File: src/rtl/radio_consts.svh
// Constants of the radio power and modem control link.
// Assumes a 125 MHz system clock shared by both ends.
`ifndef RADIO_CONSTS_SVH
`define RADIO_CONSTS_SVH

// ==========================================================
// Register offsets on the link
`define A_PWR        8'h00
`define A_MODCFG     8'h01
`define A_FRAME      8'h02
`define A_PRELEN     8'h03
`define A_PAT0       8'h04
`define A_PAT3       8'h07
`define A_BITDIV     8'h08
`define A_GAIN       8'h09
`define A_RSSI       8'h0a
`define A_OFS0       8'h0b
`define A_OFS3       8'h0e
`define A_FIFO       8'h0f
`define A_STAT       8'h10

// ==========================================================
// Field positions
`define MC_MOD_LSB   0
`define MC_SHP_LSB   2
`define MC_AMP_BIT   4
`define FR_PRE_BIT   0
`define ST_EMPTY     0
`define ST_FULL      1
`define ST_ALIGN     2
`define ST_OVF       3
`define ST_PEND      4
`define ST_GAINOK    5

// ==========================================================
// Reset values and limits
`define RST_MODCFG   5'h10
`define RST_PRELEN   6'h08
`define PRELEN_MIN   6'h04
`define PRELEN_MAX   6'h20
`define RST_PAT      32'h000000aa
`define RST_BITDIV   8'h0f
`define RD_NONE      8'h00
`define INIT_CYC     8'h10

// Frequency steps in deviation units, 3-bit two's complement
`define FS_M3        3'h5
`define FS_M1        3'h7
`define FS_P1        3'h1
`define FS_P3        3'h3
`define FS_ZERO      3'h0

// ==========================================================
// Timing: crystal settling in standby
`define SETTLE_US    3000
`define CLK_MHZ      125
`define FIFO_DEPTH   8
`define BYTE_W       8

`endif

File: src/rtl/radio_pkg.sv
// Types shared by both ends of the radio control link.
// Assumes the constants header is included by the users.
package radio_pkg;

  typedef enum logic [3:0] {
    PS_CORE_OFF    = 4'h0,
    PS_TOTAL_OFF   = 4'h1,
    PS_STANDBY     = 4'h5,
    PS_FIFO        = 4'h6,
    PS_RX_SETTLE   = 4'h8,
    PS_RX_ACTIVE   = 4'h9,
    PS_WAKE_LISTEN = 4'hb,
    PS_TX_SETTLE   = 4'hc,
    PS_TX_ACTIVE   = 4'hd
  } radio_power_state_t;

  typedef enum logic [1:0] {
    MOD_ASK  = 2'h0,
    MOD_FSK  = 2'h1,
    MOD_PSK  = 2'h2,
    MOD_FSK4 = 2'h3
  } mod_t;

  typedef enum logic [1:0] {
    SH_HARD     = 2'h0,
    SH_GAUSS_03 = 2'h1,
    SH_GAUSS_05 = 2'h2,
    SH_RSVD     = 2'h3
  } shape_t;

  typedef enum logic [3:0] {
    H_IDLE = 4'h1,
    H_REQ  = 4'h2,
    H_HOLD = 4'h4,
    H_WAKE = 4'h8
  } host_state_t;

endpackage : radio_pkg

File: src/rtl/radio_link_if.sv
// Link between host controller and transceiver control block.
// Plain single-clock signals; both ends sample on i_clk.
`timescale 1ns/100ps
interface radio_link_if;
  logic       sel_n;
  logic       req;
  logic       we;
  logic [7:0] addr;
  logic [7:0] wdata;
  logic [7:0] rdata;
  logic       ack;
  logic       miso;

  modport device (input sel_n, req, we, addr, wdata,
                  output rdata, ack, miso);
  modport host   (output sel_n, req, we, addr, wdata,
                  input rdata, ack, miso);
endinterface : radio_link_if

File: src/rtl/radio_device.sv
// Transceiver control end: power state, raw framing, modulator map.
// Assumes the host keeps req high until ack and honours miso wake.
//
// Notes on behaviour
// - Raw mode: plain serialize and byte deserialize.
// - Preamble mode: drop bits until pattern, align.
// - Preamble length programmable from 4 to 32.
// - Gain loop value readable once synth programmed.
// - Post-filter signal strength readable, 1 dB steps.
// - ASK zero off one on; PSK one flips.
// - Binary FSK zero minus, one plus deviation.
// - Four-level FSK dibit map, always hard shaping.
// - Binary shaping hard or Gaussian 0.3/0.5.
// - Amplitude shaping offered; host keeps it enabled.
// - Carrier offset readable as 32-bit fraction value.
// - Power state codes decode nine defined states.
// - Core off keeps registers, loses FIFO, waits empty.
// - Total off loses registers; wake by select, miso.
// - Standby: oscillator on, FIFO lost, waits empty.
// - FIFO state keeps FIFO and allows access.
// - Rx settle runs synth; rx active adds receiver.
// - Wake listen is core off plus low oscillator.
// - Host enters transmit active only after settling.
// - Host allows crystal settling in standby.
`timescale 1ns/100ps
`include "radio_consts.svh"

// ==========================================================
// Byte FIFO between link and modem
module radio_fifo #(
  parameter int W = 8,
  parameter int D = 8
) (
  input  wire logic         i_clk,
  input  wire logic         i_rst_n,
  input  wire logic         i_flush,
  input  wire logic         i_in_valid,
  input  wire logic [W-1:0] i_in_data,
  output logic              o_in_ready,
  output logic              o_out_valid,
  output logic [W-1:0]      o_out_data,
  input  wire logic         i_out_ready
);
  localparam int AW = $clog2(D);
  logic [W-1:0] mem [D];
  logic [AW:0]  wp_r;
  logic [AW:0]  rp_r;
  logic         push;
  logic         pop;

  assign o_in_ready  = (wp_r - rp_r) != (AW+1)'(D);
  assign o_out_valid = wp_r != rp_r;
  assign o_out_data  = mem[rp_r[AW-1:0]];
  assign push        = i_in_valid && o_in_ready;
  assign pop         = i_out_ready && o_out_valid;

  always_ff @(posedge i_clk) begin
    if (push) begin
      mem[wp_r[AW-1:0]] <= i_in_data;
    end
  end

  always_ff @(posedge i_clk) begin
    if (!i_rst_n || i_flush) begin
      wp_r <= '0;
      rp_r <= '0;
    end else begin
      if (push) wp_r <= wp_r + 1'b1;
      if (pop)  rp_r <= rp_r + 1'b1;
    end
  end
endmodule : radio_fifo

// ==========================================================
module radio_device (
  // Clock and reset
  input  wire logic        i_clk,
  input  wire logic        i_rst_n,
  // Link to host
  radio_link_if.device     link,
  // Analog and demodulator status
  input  wire logic [7:0]  i_gain_loop,
  input  wire logic [7:0]  i_rssi,
  input  wire logic [31:0] i_carrier_offset,
  input  wire logic        i_synth_prog,
  input  wire logic        i_rx_bit,
  input  wire logic        i_rx_bit_valid,
  // Power domain enables
  output logic             o_osc_en,
  output logic             o_ref_en,
  output logic             o_synth_en,
  output logic             o_synth_tx,
  output logic             o_rx_en,
  output logic             o_tx_en,
  output logic             o_lposc_en,
  // Modulator drive
  output logic             o_pa_on,
  output logic [2:0]       o_freq_step,
  output logic             o_phase,
  output logic             o_amp_shape_en,
  output radio_pkg::shape_t o_freq_shape,
  output logic             o_sym_strobe,
  output logic             o_rx_aligned
);
  import radio_pkg::*;

  radio_power_state_t pwr_r, pend_st_r;
  logic        pend_r, asleep_r, waking_r, ovf_r;
  logic [7:0]  init_r, bitdiv_r, div_r, sh_r, rxb_r, rdv;
  logic [4:0]  modcfg_r;
  logic        pre_mode_r;
  logic [5:0]  prelen_r;
  logic [31:0] pat_r, win_r, win_nxt, mask;
  logic [3:0]  sh_cnt_r;
  logic [2:0]  rx_cnt_r;
  logic        rx_push_r;
  logic        cfg_clr, take, wr_stall, is_fifo, fifo_open, rx_dir;
  logic        host_push, host_pop, ser_load, tick, tx_act, rx_act;
  logic        f_in_valid, f_in_ready, f_out_valid, f_out_ready;
  logic [7:0]  f_in_data, f_out_data;
  logic        legal, f_empty;
  mod_t        mod;

  function automatic logic legal_code(input logic [3:0] c);
    unique case (c)
      PS_CORE_OFF, PS_TOTAL_OFF, PS_STANDBY, PS_FIFO, PS_RX_SETTLE,
      PS_RX_ACTIVE, PS_WAKE_LISTEN, PS_TX_SETTLE,
      PS_TX_ACTIVE: legal_code = 1'b1;
      default:      legal_code = 1'b0;
    endcase
  endfunction : legal_code

  // ==========================================================
  // Access decode
  assign mod       = mod_t'(modcfg_r[`MC_MOD_LSB +: 2]);
  assign tx_act    = pwr_r == PS_TX_ACTIVE;
  assign rx_act    = pwr_r == PS_RX_ACTIVE;
  assign fifo_open = pwr_r inside {PS_FIFO, PS_RX_SETTLE, PS_RX_ACTIVE,
                                   PS_TX_SETTLE, PS_TX_ACTIVE};
  assign rx_dir    = pwr_r inside {PS_RX_SETTLE, PS_RX_ACTIVE};
  assign is_fifo   = link.addr == `A_FIFO;
  assign f_empty   = !f_out_valid;
  assign wr_stall  = link.we && is_fifo && fifo_open && !rx_dir &&
                     !f_in_ready;
  assign take      = link.req && !link.ack && !asleep_r && !wr_stall;
  assign host_push = take && link.we && is_fifo && fifo_open && !rx_dir;
  assign host_pop  = take && !link.we && is_fifo && fifo_open &&
                     !tx_act && f_out_valid;
  assign legal     = legal_code(link.wdata[3:0]);
  assign cfg_clr   = !i_rst_n || asleep_r;

  // ==========================================================
  // Power state
  always_ff @(posedge i_clk) begin
    if (!i_rst_n) begin
      pwr_r     <= PS_CORE_OFF;
      pend_r    <= 1'b0;
      pend_st_r <= PS_CORE_OFF;
    end else if (asleep_r) begin
      pend_r <= 1'b0;
      if (waking_r && init_r == 8'h00) pwr_r <= PS_CORE_OFF;
    end else if (take && link.we && link.addr == `A_PWR && legal) begin
      if (link.wdata[3:0] inside {PS_CORE_OFF, PS_STANDBY,
                                  PS_WAKE_LISTEN} && !f_empty) begin
        pend_r    <= 1'b1;
        pend_st_r <= radio_power_state_t'(link.wdata[3:0]);
      end else begin
        pend_r <= 1'b0;
        pwr_r  <= radio_power_state_t'(link.wdata[3:0]);
      end
    end else if (pend_r && f_empty) begin
      pend_r <= 1'b0;
      pwr_r  <= pend_st_r;
    end
  end

  // Deep sleep and wake handshake
  always_ff @(posedge i_clk) begin
    if (!i_rst_n) begin
      asleep_r <= 1'b0;
      waking_r <= 1'b0;
      init_r   <= 8'h00;
    end else if (!asleep_r) begin
      asleep_r <= pwr_r == PS_TOTAL_OFF;
      waking_r <= 1'b0;
    end else if (!waking_r) begin
      waking_r <= !link.sel_n;
      init_r   <= `INIT_CYC;
    end else if (init_r == 8'h00) begin
      asleep_r <= 1'b0;
      waking_r <= 1'b0;
    end else begin
      init_r <= init_r - 8'h01;
    end
  end

  always_ff @(posedge i_clk) begin
    if (!i_rst_n) begin
      link.miso <= 1'b1;
    end else begin
      link.miso <= !asleep_r && pwr_r != PS_TOTAL_OFF;
    end
  end

  always_ff @(posedge i_clk) begin
    o_osc_en   <= pwr_r inside {PS_STANDBY, PS_RX_SETTLE, PS_RX_ACTIVE,
                                PS_TX_SETTLE, PS_TX_ACTIVE};
    o_ref_en   <= pwr_r inside {PS_STANDBY, PS_FIFO, PS_RX_SETTLE,
                                PS_RX_ACTIVE, PS_TX_SETTLE,
                                PS_TX_ACTIVE};
    o_synth_en <= pwr_r inside {PS_RX_SETTLE, PS_RX_ACTIVE,
                                PS_TX_SETTLE, PS_TX_ACTIVE};
    o_synth_tx <= pwr_r inside {PS_TX_SETTLE, PS_TX_ACTIVE};
    o_rx_en    <= rx_act;
    o_tx_en    <= tx_act;
    o_lposc_en <= pwr_r == PS_WAKE_LISTEN;
  end

  // ==========================================================
  // Configuration registers
  always_ff @(posedge i_clk) begin
    if (cfg_clr) begin
      modcfg_r   <= `RST_MODCFG;
      pre_mode_r <= 1'b0;
      prelen_r   <= `RST_PRELEN;
      pat_r      <= `RST_PAT;
      bitdiv_r   <= `RST_BITDIV;
    end else if (take && link.we) begin
      unique case (link.addr)
        `A_MODCFG: modcfg_r   <= link.wdata[4:0];
        `A_FRAME:  pre_mode_r <= link.wdata[`FR_PRE_BIT];
        `A_PRELEN: begin
          if (link.wdata < 8'(`PRELEN_MIN))       prelen_r <= `PRELEN_MIN;
          else if (link.wdata > 8'(`PRELEN_MAX)) prelen_r <= `PRELEN_MAX;
          else prelen_r <= link.wdata[5:0];
        end
        `A_BITDIV: bitdiv_r <= link.wdata;
        default: begin
          if (link.addr >= `A_PAT0 && link.addr <= `A_PAT3) begin
            pat_r[8*link.addr[1:0] +: 8] <= link.wdata;
          end
        end
      endcase
    end
  end

  // ==========================================================
  // Register reads and link answer
  always_comb begin
    rdv = `RD_NONE;
    unique case (link.addr)
      `A_PWR:    rdv = {4'h0, pend_r ? pend_st_r : pwr_r};
      `A_MODCFG: rdv = {3'h0, modcfg_r};
      `A_FRAME:  rdv = {7'h00, pre_mode_r};
      `A_PRELEN: rdv = {2'h0, prelen_r};
      `A_BITDIV: rdv = bitdiv_r;
      `A_GAIN:   rdv = i_synth_prog ? i_gain_loop : `RD_NONE;
      `A_RSSI:   rdv = i_rssi;
      `A_FIFO:   rdv = host_pop ? f_out_data : `RD_NONE;
      `A_STAT:   rdv = {2'h0, i_synth_prog, pend_r, ovf_r, o_rx_aligned,
                        !f_in_ready, f_empty};
      default: begin
        if (link.addr >= `A_PAT0 && link.addr <= `A_PAT3) begin
          rdv = pat_r[8*link.addr[1:0] +: 8];
        end else if (link.addr >= `A_OFS0 && link.addr <= `A_OFS3) begin
          rdv = i_carrier_offset[8*(link.addr-`A_OFS0) +: 8];
        end
      end
    endcase
  end

  always_ff @(posedge i_clk) begin
    if (!i_rst_n) begin
      link.ack   <= 1'b0;
      link.rdata <= 8'h00;
    end else begin
      link.ack <= take;
      if (take && !link.we) link.rdata <= rdv;
    end
  end

  // ==========================================================
  // FIFO, direction switched by power state
  assign f_in_valid  = host_push || rx_push_r;
  assign f_in_data   = host_push ? link.wdata : rxb_r;
  assign f_out_ready = host_pop || ser_load;

  radio_fifo #(.W(`BYTE_W), .D(`FIFO_DEPTH)) u_fifo (
    .i_clk       (i_clk),
    .i_rst_n     (i_rst_n),
    .i_flush     (!fifo_open),
    .i_in_valid  (f_in_valid),
    .i_in_data   (f_in_data),
    .o_in_ready  (f_in_ready),
    .o_out_valid (f_out_valid),
    .o_out_data  (f_out_data),
    .i_out_ready (f_out_ready)
  );

  // ==========================================================
  // Transmit: bit divider, serializer and symbol map
  assign tick     = tx_act && div_r == 8'h00;
  assign ser_load = tx_act && sh_cnt_r == 4'h0 && f_out_valid;

  always_ff @(posedge i_clk) begin
    if (!i_rst_n || !tx_act) div_r <= 8'h00;
    else div_r <= (div_r == 8'h00) ? bitdiv_r : div_r - 8'h01;
  end

  always_ff @(posedge i_clk) begin
    if (!i_rst_n || !tx_act) begin
      sh_cnt_r <= 4'h0;
      sh_r     <= 8'h00;
    end else if (ser_load) begin
      sh_r     <= f_out_data;
      sh_cnt_r <= 4'h8;
    end else if (tick && sh_cnt_r != 4'h0) begin
      if (mod == MOD_FSK4) begin
        sh_r     <= {sh_r[5:0], 2'h0};
        sh_cnt_r <= (sh_cnt_r < 4'h2) ? 4'h0 : sh_cnt_r - 4'h2;
      end else begin
        sh_r     <= {sh_r[6:0], 1'h0};
        sh_cnt_r <= sh_cnt_r - 4'h1;
      end
    end
  end

  always_ff @(posedge i_clk) begin
    if (!i_rst_n || !tx_act) begin
      o_pa_on      <= 1'b0;
      o_freq_step  <= `FS_ZERO;
      o_phase      <= 1'b0;
      o_sym_strobe <= 1'b0;
    end else begin
      o_sym_strobe <= tick && sh_cnt_r != 4'h0;
      if (tick && sh_cnt_r != 4'h0) begin
        unique case (mod)
          MOD_ASK: o_pa_on <= sh_r[7];
          MOD_FSK: begin
            o_pa_on     <= 1'b1;
            o_freq_step <= sh_r[7] ? `FS_P1 : `FS_M1;
          end
          MOD_PSK: begin
            o_pa_on <= 1'b1;
            o_phase <= o_phase ^ sh_r[7];
          end
          MOD_FSK4: begin
            o_pa_on <= 1'b1;
            unique case (sh_r[7:6])
              2'h0: o_freq_step <= `FS_M3;
              2'h1: o_freq_step <= `FS_M1;
              2'h3: o_freq_step <= `FS_P1;
              2'h2: o_freq_step <= `FS_P3;
            endcase
          end
        endcase
      end
    end
  end

  always_ff @(posedge i_clk) begin
    o_amp_shape_en <= modcfg_r[`MC_AMP_BIT];
    o_freq_shape   <= (mod == MOD_FSK4) ? SH_HARD
                    : shape_t'(modcfg_r[`MC_SHP_LSB +: 2]);
  end

  // ==========================================================
  // Receive: preamble hunt and byte deserializer
  assign win_nxt = {win_r[30:0], i_rx_bit};
  assign mask    = 32'hffffffff >> (6'h20 - prelen_r);

  always_ff @(posedge i_clk) begin
    if (!i_rst_n || !rx_act) begin
      win_r        <= 32'h0;
      o_rx_aligned <= 1'b0;
      rx_cnt_r     <= 3'h0;
      rx_push_r    <= 1'b0;
      rxb_r        <= 8'h00;
    end else begin
      rx_push_r <= 1'b0;
      if (i_rx_bit_valid) begin
        win_r <= win_nxt;
        if (!pre_mode_r || o_rx_aligned) begin
          o_rx_aligned <= 1'b1;
          rxb_r        <= {rxb_r[6:0], i_rx_bit};
          rx_cnt_r     <= rx_cnt_r + 3'h1;
          rx_push_r    <= rx_cnt_r == 3'h7;
        end else if (((win_nxt ^ pat_r) & mask) == 32'h0) begin
          o_rx_aligned <= 1'b1;
          rx_cnt_r     <= 3'h0;
        end
      end
    end
  end

  // Overflow: set wins over clear-on-read
  always_ff @(posedge i_clk) begin
    if (cfg_clr) ovf_r <= 1'b0;
    else if (rx_push_r && !f_in_ready) ovf_r <= 1'b1;
    else if (take && !link.we && link.addr == `A_STAT) ovf_r <= 1'b0;
  end
endmodule : radio_device

File: src/flat_wrapper.sv
// flat-port wrapper written by rule: the top's interface ports become plain ports
module radio_device_flat import radio_pkg::*;
  (i_clk, i_rst_n, i_gain_loop, i_rssi, i_carrier_offset, i_synth_prog, i_rx_bit, i_rx_bit_valid, o_osc_en, o_ref_en, o_synth_en, o_synth_tx, o_rx_en, o_tx_en, o_lposc_en, o_pa_on, o_freq_step, o_phase, o_amp_shape_en, o_freq_shape, o_sym_strobe, o_rx_aligned, link_sel_n, link_req, link_we, link_addr, link_wdata, link_rdata, link_ack, link_miso);
  radio_link_if link_i ();
  input  wire logic i_clk;
  input  wire logic i_rst_n;
  input  wire logic [7:0] i_gain_loop;
  input  wire logic [7:0] i_rssi;
  input  wire logic [31:0] i_carrier_offset;
  input  wire logic i_synth_prog;
  input  wire logic i_rx_bit;
  input  wire logic i_rx_bit_valid;
  output logic o_osc_en;
  output logic o_ref_en;
  output logic o_synth_en;
  output logic o_synth_tx;
  output logic o_rx_en;
  output logic o_tx_en;
  output logic o_lposc_en;
  output logic o_pa_on;
  output logic [2:0] o_freq_step;
  output logic o_phase;
  output logic o_amp_shape_en;
  output radio_pkg::shape_t o_freq_shape;
  output logic o_sym_strobe;
  output logic o_rx_aligned;
  input wire logic [$bits(link_i.sel_n)-1:0] link_sel_n;
  input wire logic [$bits(link_i.req)-1:0] link_req;
  input wire logic [$bits(link_i.we)-1:0] link_we;
  input wire logic [$bits(link_i.addr)-1:0] link_addr;
  input wire logic [$bits(link_i.wdata)-1:0] link_wdata;
  output wire logic [$bits(link_i.rdata)-1:0] link_rdata;
  output wire logic [$bits(link_i.ack)-1:0] link_ack;
  output wire logic [$bits(link_i.miso)-1:0] link_miso;
  assign link_i.sel_n = link_sel_n;
  assign link_i.req = link_req;
  assign link_i.we = link_we;
  assign link_i.addr = link_addr;
  assign link_i.wdata = link_wdata;
  assign link_rdata = link_i.rdata;
  assign link_ack = link_i.ack;
  assign link_miso = link_i.miso;
  radio_device u_core (.i_clk(i_clk), .i_rst_n(i_rst_n), .link(link_i), .i_gain_loop(i_gain_loop), .i_rssi(i_rssi), .i_carrier_offset(i_carrier_offset), .i_synth_prog(i_synth_prog), .i_rx_bit(i_rx_bit), .i_rx_bit_valid(i_rx_bit_valid), .o_osc_en(o_osc_en), .o_ref_en(o_ref_en), .o_synth_en(o_synth_en), .o_synth_tx(o_synth_tx), .o_rx_en(o_rx_en), .o_tx_en(o_tx_en), .o_lposc_en(o_lposc_en), .o_pa_on(o_pa_on), .o_freq_step(o_freq_step), .o_phase(o_phase), .o_amp_shape_en(o_amp_shape_en), .o_freq_shape(o_freq_shape), .o_sym_strobe(o_sym_strobe), .o_rx_aligned(o_rx_aligned));
endmodule
File: config.mk
export PLATFORM = sky130hd
export DESIGN_NAME = radio_device_flat
export DESIGN_NICKNAME = d
export VERILOG_FILES = /design/src/rtl/radio_pkg.sv /design/src/rtl/radio_link_if.sv /design/src/rtl/radio_device.sv /design/src/flat_wrapper.sv
export VERILOG_INCLUDE_DIRS = /design/src /design/src/rtl
export SDC_FILE = /design/constraint.sdc
export NUM_CORES = 1
export LEC_CHECK = 0
export ABC_AREA = 1
export BUFFER_PORTS_ARGS = -buffer_cell sky130_fd_sc_hd__buf_4
export CAP_MARGIN = 20
export CORE_MARGIN = 3
export CORE_UTILIZATION = 54
export CTS_CLUSTER_DIAMETER = 100
export DETAILED_ROUTE_END_ITERATION = 8
export GPL_ROUTABILITY_DRIVEN = 0
export PLACE_DENSITY = 0.84
export SLEW_MARGIN = 40
export SYNTH_ARGS = -nofsm -noshare
export SYNTH_HDL_FRONTEND = slang
export SYNTH_SLANG_ARGS = --single-unit
File: constraint.sdc
create_clock -name i_clk -period 3 [get_ports i_clk]
set_input_delay 0.45 -clock i_clk [delete_from_list [all_inputs] [get_ports i_clk]]
set_output_delay 0.45 -clock i_clk [all_outputs]
set_load 0.05 [all_outputs]
# After elaboration in Yosys (flattened, before gate mapping)
# Memory sizes are Yosys's and may differ from the RTL's. A register that Yosys moved wholly into a read port is not among the register bits.
# Index checks and enable logic that the tools add are counted.
# totals
reg_bits	170
mem_bits_rw	64
mem_bits_ro	16
input_bits	72
output_inout_bits	27
word_cells	241
mem_count	2
# op_classes
add_sub_neg	11
n_lt_le_gt_ge	7
n_eq_ne	31
shift	5
n_mux	46
bitwise	8
n_reduce_logical	92
# memory_table
memory	words	word_bits	read_ports	rd_ports_with_merged_regs	wr	line	text
u_core.u_fifo.mem	8	8	1	1	1	radio_device.sv:45	logic [W-1:0] mem [D];
(name not given)	16	1	1	0	0	radio_device.sv:125	unique case (c)
# ops
op	count
8-bit 2-to-1 mux	11
8-bit one-hot mux with 9 select lines	1
4-bit 2-to-1 mux	10
5-bit negation with 34-bit output	1
8-bit by 34-bit variable shift with 32-bit output, first input constant	1
8-bit by 34-bit variable part select with 32-bit output	1
32-bit by 33-bit variable part select with 8-bit output	1
32-bit AND	1
32-bit bitwise mux	1
8-bit by 4-bit == test with 1-bit output, second input constant	4
1-bit logical AND	32
32-bit zero test	1
32-bit by 6-bit variable part select with 8-bit output	1
32-bit by 6-bit >> shifter with 32-bit output, first input constant	1
32-bit XOR	1
4-bit == test, second input constant	6
8-bit zero test	3
2-bit AND reduction	10
8-bit by 2-bit == test with 1-bit output, second input constant	2
8-bit by 1-bit subtractor with 8-bit output, second input constant	2
3-bit 2-to-1 mux	5
2-bit nonzero test	7
1-bit zero test	13
1-bit 2-to-1 mux	13
other kinds (43)	71

# Depth between registers and ports, before layout
# Gate-level depths: netlist of the first run.
# depth
word_depth	16
ltp_mapped	18
depth_no_buf	18

# By module
# Synthesis of the first run repeated with hierarchy kept, for this count alone.
# hier_totals
cells_unflattened	1558
hier_area_um2	11946.5
# by_module_without_submodules
mod	n_inst	cells_each	area_each_um2	seq_area_each_um2
radio_device	1	1276	8793.4	3243.1
radio_fifo	1	282	3153.0	2142.1

# Worst setup path after synthesis of the first run
# Ideal clock, no wire load.
# synth_path
path_type	flip-flop to flip-flop
from	register u_core.u_fifo.rp_r[1]
to	memory u_core.u_fifo.mem[6][0], enable pin
setup_ps	383
arrival_ps	2401
required_ps	2617
slack_ps	216
path_stages_with_launch	14
n_path_buf	0
synth_period_minus_slack_ps	2784
cell_sequence	dfxtp_1 -> inv_1 -> ha_1 -> a21oi_1 -> o21ai_2 -> nand3_1 -> nor2_1 -> nor2_1 -> nand2_1 -> nand2_1 -> nand2_2 -> inv_1 -> nand2_1 -> nor3_1
# synth_via
elab_chain_len	14
# synth_rtl
item	line	text
from (decl)	radio_device.sv:47	logic [AW:0] rp_r;
from (signal assigned)	radio_device.sv:69	if (pop) rp_r <= rp_r + 1'b1;
4-bit subtractor (*)	radio_device.sv:51	assign o_in_ready = (wp_r - rp_r) != (AW+1)'(D);
4-bit inequality test (*)	radio_device.sv:51	
1-bit zero test	radio_device.sv:144	!f_in_ready;
1-bit logical AND	radio_device.sv:143	assign wr_stall = link.we && is_fifo && fifo_open && !rx_dir &&
1-bit zero test	radio_device.sv:145	assign take = link.req && !link.ack && !asleep_r && !wr_stall;
1-bit logical AND	radio_device.sv:145	
1-bit logical AND (4 in series)	radio_device.sv:146	assign host_push = take && link.we && is_fifo && fifo_open && !rx_dir;
1-bit logical OR	radio_device.sv:284	assign f_in_valid = host_push || rx_push_r;
1-bit logical AND (*)	radio_device.sv:54	assign push = i_in_valid && o_in_ready;
1-bit 2-to-1 mux (*)	radio_device.sv:58	if (push) begin
1-bit 2-to-1 mux (implied by the code) (*)	radio_device.sv:59	mem[wp_r[AW-1:0]] <= i_in_data;
to (decl)	radio_device.sv:45	
# Every way passes the cells marked *; elsewhere a longest branch is shown, timed or not.

# Final worst setup path of the first run
# layout_path
from	register u_core.u_fifo.rp_r[1]
to	memory u_core.u_fifo.mem[5][5], enable pin
# Same word-level chain as after synthesis.

==> results of run 1 <==
sequential cells by signal, indices dropped and copies added, names as in the netlist, 5 cells and up, named ones only:
name               flops
u_core.sh_r            8
u_core.init_r          8
u_core.pat_r          32
u_core.u_fifo.mem     64
u_core.div_r           8
u_core.rxb_r           8
u_core.modcfg_r        5
u_core.win_r          31
u_core.prelen_r        6
u_core.bitdiv_r        8
u_core.link.rdata      8
path summary, 6_finish.rpt:
path	slack, ns	start	to	depth (start not counted)
worst max register to register	0.24	u_core.u_fifo.rp_r[1]	u_core.u_fifo.mem[5][5]	13
worst min-delay path	0.11	link_sel_n	u_core.waking_r	2
worst max-delay path	0.24	u_core.u_fifo.rp_r[1]	u_core.u_fifo.mem[5][5]	13
worst min register to register	0.38	u_core.modcfg_r[4]	u_core.o_amp_shape_en	0
cells in the final DEF (no fill, tap or decap), types with 3 or more instances in the layout:
master and count:
a211oi_1 4, a21oi_1 159, a311oi_1 3, a31oi_1 11, buf_4 129, bufinv_16 5
clkbuf_16 25, clkbuf_8 6, clkinv_1 5, clkinv_2 3, dfxtp_1 173, edfxtp_1 64
ha_1 27, inv_1 149, inv_2 5, nand2_1 351, nand2_2 6, nand2_4 3
nand3_1 78, nand3_2 3, nand4_1 15, nor2_1 161, nor2_2 6, nor2_4 6
nor3_1 10, nor3b_1 3, nor4_1 3, o211ai_1 13, o21ai_0 146, o21ai_1 6
o21ai_2 4, o22ai_1 22, o31ai_1 3, xnor2_1 11, xor2_1 34
critical path, cell delays in order, from the launching register on:
cell and delay (ns):
dfxtp_1 0.37, inv_1 0.06, ha_1 0.29, a21oi_1 0.27, o21ai_2 0.12, nand3_1 0.14
nor2_1 0.06, nor2_1 0.13, nand2_1 0.11, nand2_1 0.08, nand2_2 0.05, inv_1 0.12
nand2_1 0.17, nor2_2 0.41
logic make-up (layout without fill, tap and decap cells):
logic type	count (synthesis)	in the layout	share of synthesized area, %
simple gates	658	658	23.7
compound gates	383	383	17.5
flops	237	237	45.4
buf+inv	214	332	6.99
xor+xnor	46	46	3.46
fa+ha+maj	27	27	2.85
mux	1	1	0.0844
other cells	0	1	0
cell type report:
cell class,count,area share (%)
clock inverter,12,1.37
antenna,1,0.0180
tap,275,2.48
clock buffer,33,5.16
inverter,158,4.27
multi-input combinational,1115,40.9
timing repair buffer,129,6.98
sequential,237,38.8
repair_timing:
item | 4_1_cts | 5_1_grt
cloned | 0 | 0
gates resized for setup | 3 | 7
endpoints found under the setup margin | 24 | 48
report_power, final:
part | internal [mW] | total [mW] | switching, mW
Sequential | 3.29 | 3.30 | 0.0156
Combinational | 0.160 | 0.475 | 0.316
Clock | 2.10 | 3.38 | 1.28
Total | 5.55 | 7.16 | 1.61
through the flow:
step	setup slack (ns)	TNS [ns]	power (mW)	instances	hold WS, ns
floorplan	0.216	0	3.64	1566	0.351
global placement	-0.0324	-0.257	3.82	1914	0.368
detailed placement	0.00212	0	3.83	1914	0.366
CTS	0.137	0	7.16	1959	0.108
global route	0.0420	0	7.34	1959	0.119
finish	0.239	0	7.16	1960	0.110
routing by layer:
metal	part of all wire, %	vias to the layer above	routed length (um)
met5	0	-	0
li1	-	5426	-
met4	4.2	0	1460
met1	39	5207	13500
met3	11	123	3970
met2	46	691	15800
==> flow_summary.ini, run 1 <==
[cts]
cts_buffers = 25
cts_sinks = 237
cts_hold_buffers = 0
clock_path_buffers = 3
htreeDepth = 1
cts.clk_slew.worst_paths_ns = 0.07
cts_tree = yes
root_buffer = clkbuf_16
postCtsSetupRepairBufs = 0
clock_latency_ns = 0.53

[logic_synthesis]
synth_area_per_cell_um2 = 7.57
synth.area.top_cells = dfxtp_1 (29%), edfxtp_1 (16%), nand2_1 (11%)
netlist_area_um2 = 11900
synth_nets = 1665
synth_warnings = 0
yosysTopAreaCellShare_pct = 29.2
yosys.area.top_type = dfxtp_1
synthFlopType = dfxtp_1
synth.most_common_cell = nand2_1
synth.top_cells.by_count = nand2_1 (351), dfxtp_1 (173), nor2_1 (167), a21oi_1 (159)
syn_inst = 1566
yosysSeqAreaShare_pct = 45.4
ys_ff_latch = 237
synthArstFlopShare_pct = 0
synth_edf_count = 64
yosysUniqueCellTypes = 52

[timing]
setup_viol = 0
fin_crit_ns = 2.76
rsz0062_at_grt = no
skew_ns = 0.0212
tightestPinTransition_ns = 0.849
fmax_mhz = 362
finalCritPeriodShare_pct = 92.0
drv_slew = 0
slew_headroom_pct = 43.4
final-hold-violation-count = 0

[global_routing]
grt-ovfl-total = 0
antenna_found_initial = 0
grt-busiest-layer = met2
use_met1_pct = 36.7
met3_usage_pct = 6.41
use_met2_pct = 45.3
track_usage_pct = 28.0
first_global_vias = 10700
grt_max_degree = 45
grt_first_pass_wirelength_mm = 54.6

[worst_setup_path]
worst_setup_path_start_kind = flop
cp.arrival_ns = 2.92
cp_data_required_time_ns = 3.16
cp-end-kind = flop
critical_path_class = reg -> reg
path_max_fanout = 8

[pwr]
cellLeakagePower_nw = 5.69
power.density_nw_per_um2 = 515
peakVddDrop_mv = 0.365

[drt]
drcViolationCount = 0
vias = 11400
drt_iter0_markers = 1228
routed_wl_mm = 34.7
antenna_left = 0
wire_per_inst_um = 17.7
first_pass_iters = 7
routed_via_density = 5.84

[placed_design]
io_buffers = 98
placed_cell_area_um2 = 12900
dpl.hpwl_mm = 24.9

[final_layout]
nets = 1765
seq_area_um2 = 5390
multi_input_area_um2 = 5680
fin_area_um2 = 13900
final_core_util_pct = 65.2
nFillCells = 1740
area_delta_synth_final_pct = 17.1
drive_above_1_share_pct = 12.8

[worst_hold_path]
hold_path.class = in -> reg

[floorplan]
dieHeight_um = 154
dieArea_um2 = 23800
fp.dieW_um = 154
ios = 99
start_util_pct = 55.7
core_um2 = 21300
core.rowCount = 53

[job]
maxCapViolCount = 0

[outcome]
status = finished, final reports clean
No activity file was read; power rests on OpenSTA's default activity.
==> run 2: changes to the inputs <==
- CELL_PAD_IN_SITES_DETAIL_PLACEMENT: default -> 0
- CELL_PAD_IN_SITES_GLOBAL_PLACEMENT: default -> 1
- CORE_UTILIZATION: 54 -> 40
- SKIP_LAST_GASP: default -> 1
==> flow_summary.ini, run 2 (synthesis gave the netlist of run 1 again) <==
[outcome]
status = finished, final reports clean

[floorplan]
core.rowCount = 62
core_um2 = 28900
ios = 99
dieArea_um2 = 31700
dieHeight_um = 178
start_util_pct = 41.0
fp.dieW_um = 178

[placed_design]
dpl.hpwl_mm = 27.1
io_buffers = 98
dp_slack_ns = 0.0978

[worst_setup_path]
cp-end-kind = flop
cp.arrival_ns = 2.82
critPathBufInv = 2
worst_setup_path_start_kind = flop
cpMaxStageDelayCell = nor2_1
path_max_fanout = 9
path_common_cell = nor2_1
cp_cell_sequence = inv_1 > ha_1 > a21oi_1 > o21ai_2 > nand3_1 > nor2_1 > nor2_1 > nand2_1 > nand2_1 > nand2_2 > buf_4 > nor2_1
cp_data_required_time_ns = 3.15
critical_path_class = reg -> reg
cp_top_family = simple AND/OR/NAND/NOR gates
critical-path-max-stage-delay_ns = 0.58

[final_layout]
drive_above_1_share_pct = 13.1
largest_reg_flops = 64
final_common_cell = nand2_1
final_cell_mix = nand2_1 (351), dfxtp_1 (173), nor2_1 (160)
area_delta_synth_final_pct = 18.2
nets = 1773

[timing]
worst_slack_ns = 0.329
drv_slew = 0
fmax_mhz = 374
skew_ns = 0.0219
slew_headroom_pct = 47.2
fin_crit_ns = 2.67
tightestPinTransition_ns = 0.788
final-hold-violation-count = 0
finalSetupTns_ns = 0
finalCritPeriodShare_pct = 89.0
rsz0062_at_grt = no
setup_viol = 0

[cts]
cts_sinks = 237
cts.clk_slew.worst_paths_ns = 0.06
cts_hold_buffers = 0
postCtsSetupRepairBufs = 0
cts_resized = 0
clock_latency_ns = 0.53
htreeDepth = 1
cts_tree = yes
cts_buffers = 27
clock_path_buffers = 3
root_buffer = clkbuf_16

[job]
maxCapViolCount = 0

[drt]
vias = 11000
wire_per_inst_um = 17.4
antenna_left = 0
first_pass_iters = 5
routed_wl_mm = 36.2
drt_iter0_markers = 907
drcViolationCount = 0
routed_via_density = 5.28

[pwr]
power.density_nw_per_um2 = 502
cellLeakagePower_nw = 5.70
peakVddDrop_mv = 0.377

[worst_hold_path]
hold_path.class = in -> reg

[global_routing]
first_global_vias = 10300
grt-ovfl-total = 0
track_usage_pct = 22.3
antenna_found_initial = 0
grt_max_degree = 45
grt_first_pass_wirelength_mm = 55.5
==> run 2: cell count changes in the layout (fill, tap and decap cells not counted), sizes merged <==
cell | previous run | this run
bufinv | 5 | 2
clkinv | 8 | 9
clkinvlp | 2 | 0
clkbuf | 33 | 42
buf | 129 | 135
inv | 155 | 153
==> run 2: path summary, 6_finish.rpt <==
path	start	depth (start not counted)	slack (ns)	endpoint
worst max register to register	u_core.u_fifo.rp_r[1]	12	0.33	u_core.u_fifo.mem[7][6]
worst min register to register	u_core.div_r[0]	1	0.43	u_core.div_r[0]
worst max-delay path	u_core.u_fifo.rp_r[1]	12	0.33	u_core.u_fifo.mem[7][6]
worst min-delay path	link_sel_n	2	0.12	u_core.waking_r
==> run 2: where the power goes <==
part	leakage (nW)	total, mW	internal (mW)	switching, mW
sequential	2.00	3.30	3.29	0.0140
combinational	3.26	0.482	0.165	0.317
clock	0.437	3.25	1.98	1.27
total	5.70	7.03	5.43	1.60
==> run 2: stage by stage <==
stage	cell area (um^2)	std cells	util, %	total power, mW	hold WS [ns]
floorplan	11900	1566	-	3.64	0.351
global placement	13100	2029	45.3	3.85	0.420
detailed placement	13100	2029	45.4	3.85	0.426
CTS	14000	2077	48.4	7.09	0.105
global route	14000	2077	48.4	7.27	0.117
finish	14000	2078	48.4	7.03	0.120
==> run 2: routing by layer <==
layer,GRT usage (%),vias up,wire length [um]
li1,-,5448,-
met2,37.8,357,17100
met4,8.12,0,1270
met3,2.94,71,2430
met1,29.1,5092,15400
met5,0,-,0
==> run 2: worst register-to-register path, stage by stage (launching register included) <==
cell	delay (ns)
dfxtp_1	0.33
inv_1	0.05
ha_1	0.29
a21oi_1	0.27
o21ai_2	0.11
nand3_1	0.13
nor2_1	0.05
nor2_1	0.12
nand2_1	0.09
nand2_1	0.08
nand2_2	0.06
buf_4	0.15
nor2_1	0.58
==> run 2: layout make-up <==
| class | count | area (um^2) |
|---|---|---|
| timing repair buffer | 135 | 1010 |
| sequential | 237 | 5390 |
| antenna | 1 | 2.50 |
| inverter | 158 | 593 |
| fill | 2853 | 14900 |
| clock inverter | 6 | 80.1 |
| multi-input combinational | 1115 | 5670 |
| tap | 384 | 480 |
| clock buffer | 42 | 797 |
==> run 3: changes to the inputs <==
- BUFFER_PORTS_ARGS: -buffer_cell sky130_fd_sc_hd__buf_4 -> -buffer_cell sky130_fd_sc_hd__buf_2
==> flow_summary.ini, run 3 (synthesis gave the netlist of run 1 again) <==
[outcome]
status = finished, final reports clean

[cts]
htreeDepth = 1
clock_latency_ns = 0.54
cts_sinks = 237
cts_buffers = 26
postCtsSetupRepairBufs = 0
clock_path_buffers = 3
cts_tree = yes
cts.clk_slew.worst_paths_ns = 0.06
root_buffer = clkbuf_16

[timing]
finalCritPeriodShare_pct = 90.0
hold_ws_ns = 0.140
fin_crit_ns = 2.70
tightestPinTransition_ns = 0.840
rsz0062_at_grt = no
final-hold-violation-count = 0
drv_slew = 0
slew_headroom_pct = 43.9
fmax_mhz = 371
skew_ns = 0.0161
setup_viol = 0

[drt]
drcViolationCount = 0
wire_per_inst_um = 17.3
first_pass_iters = 5
drt_iter0_markers = 1003
routed_via_density = 5.27
antenna_left = 0
routed_wl_mm = 36.0
vias = 10900

[final_layout]
fin_area_um2 = 13800
area_delta_synth_final_pct = 16.1
largest_reg_flops = 64
nFillCells = 2823
drive_above_1_share_pct = 13.1
final_cell_mix = nand2_1 (351), dfxtp_1 (173), nor2_1 (159), a21oi_1 (159), inv_1 (150)
stdcell_count = 2078
nets = 1774
final_common_cell = nand2_1
diodes = 0

[global_routing]
grt_max_degree = 45
antenna_found_initial = 0
first_global_vias = 10100
grt-ovfl-total = 0
track_usage_pct = 22.0
grt_first_pass_wirelength_mm = 55.2

[floorplan]
dieHeight_um = 178
dieArea_um2 = 31700
core_um2 = 28900
fp.dieW_um = 178
core.rowCount = 62
start_util_pct = 41.0
ios = 99

[pwr]
peakVddDrop_mv = 0.415
cellLeakagePower_nw = 5.63
power.density_nw_per_um2 = 506

[placed_design]
placed_cell_area_um2 = 12900
place_inst = 2031
dpl.hpwl_mm = 27.1
io_buffers = 98

[worst_hold_path]
hold_end = u_core.waking_r
hold_path.class = in -> reg
hold_depth = 2
min_from = link_sel_n

[job]
maxCapViolCount = 0

[worst_setup_path]
rrSetupSlack_ns = 0.30
rr_endpoint = u_core.u_fifo.mem[2][1]
path_max_fanout = 8
cp.arrival_ns = 2.86
cp-end-kind = flop
cp_data_required_time_ns = 3.16
critical_path_class = reg -> reg
r2r_start = u_core.u_fifo.rp_r[1]
worst_setup_path_start_kind = flop
reg2reg_depth = 14
-- run 3: cell count changes in the layout (fill, tap and decap cells not counted), sizes merged --
| cell | previous run | this run |
|---|---|---|
| clkinv | 9 | 12 |
| inv | 153 | 154 |
| diode | 1 | 0 |
| buf | 135 | 137 |
| clkbuf | 42 | 36 |
| clkinvlp | 0 | 1 |
-- run 3: power breakdown --
part,total (mW),internal (mW),switching [mW]
registers,3.30,3.29,0.0151
logic,0.450,0.135,0.315
clock network,3.21,1.91,1.30
-- run 3: timing repair --
| item | CTS | global route |
|---|---|---|
| hold endpoints to repair | 0 | 0 |
| hold buffers | 0 | 0 |
| endpoints found under the setup margin | 0 | 32 |
| resized for setup | 0 | 4 |
-- run 3: final cells by class --
type	instances	area [um^2]	share of cell area, %
multi-input cells	1115	5670	41.2
flip-flops and latches	237	5390	39.1
repair buffers	137	783	5.69
clock buffers	36	749	5.44
inverters	158	593	4.31
well taps	384	480	3.49
clock inverters	11	108	0.782
-- run 3: worst max-delay path: stages (launching register included) --
cell     delay, ns
dfxtp_1       0.36
inv_1         0.06
ha_1          0.28
a21oi_1       0.29
o21ai_2       0.12
nand3_1       0.14
nor2_1        0.06
nor2_1        0.12
nand2_1       0.08
nand2_1       0.08
nand2_2       0.05
inv_1         0.08
nand2_1       0.08
buf_4         0.16
nor2_2        0.39
-- run 3: worst max-delay path by stage --
stage	start	endpoint	slack, ns	cells after the start
floorplan	u_core.u_fifo.rp_r[1]	u_core.u_fifo.mem[6][0]	0.22	13
global placement	link_addr[0]	u_core.link.rdata[7]	0.07	12
detailed placement	link_addr[0]	u_core.link.rdata[7]	-0.007	12
CTS	u_core.u_fifo.rp_r[1]	u_core.u_fifo.mem[2][1]	0.08	14
global route	u_core.u_fifo.rp_r[1]	flop	0.07	13
finish	u_core.u_fifo.rp_r[1]	u_core.u_fifo.mem[2][1]	0.30	14
-- run 3: per-layer routing --
metal  part of all wire, %  routed length (um)  global-route usage (%)  vias to the layer above
met5                     0                   0                       0                        -
met4                   2.3                 843                    5.73                        0
met3                   5.6                2000                    2.49                       66
met2                    48               17300                    38.0                      366
met1                    44               15900                    29.4                     5074
li1                      -                   -                       -                     5441
-- run 3: stage by stage --
step | setup WS [ns] | power, mW | TNS, ns | util [%]
global placement | 0.0669 | 3.81 | 0 | 44.5
detailed placement | -0.00719 | 3.81 | -0.00719 | 44.6
finish | 0.301 | 6.96 | 0 | 47.6
global route | 0.0656 | 7.18 | 0 | 47.6
floorplan | 0.216 | 3.64 | 0 | -
CTS | 0.0750 | 7.02 | 0 | 47.5
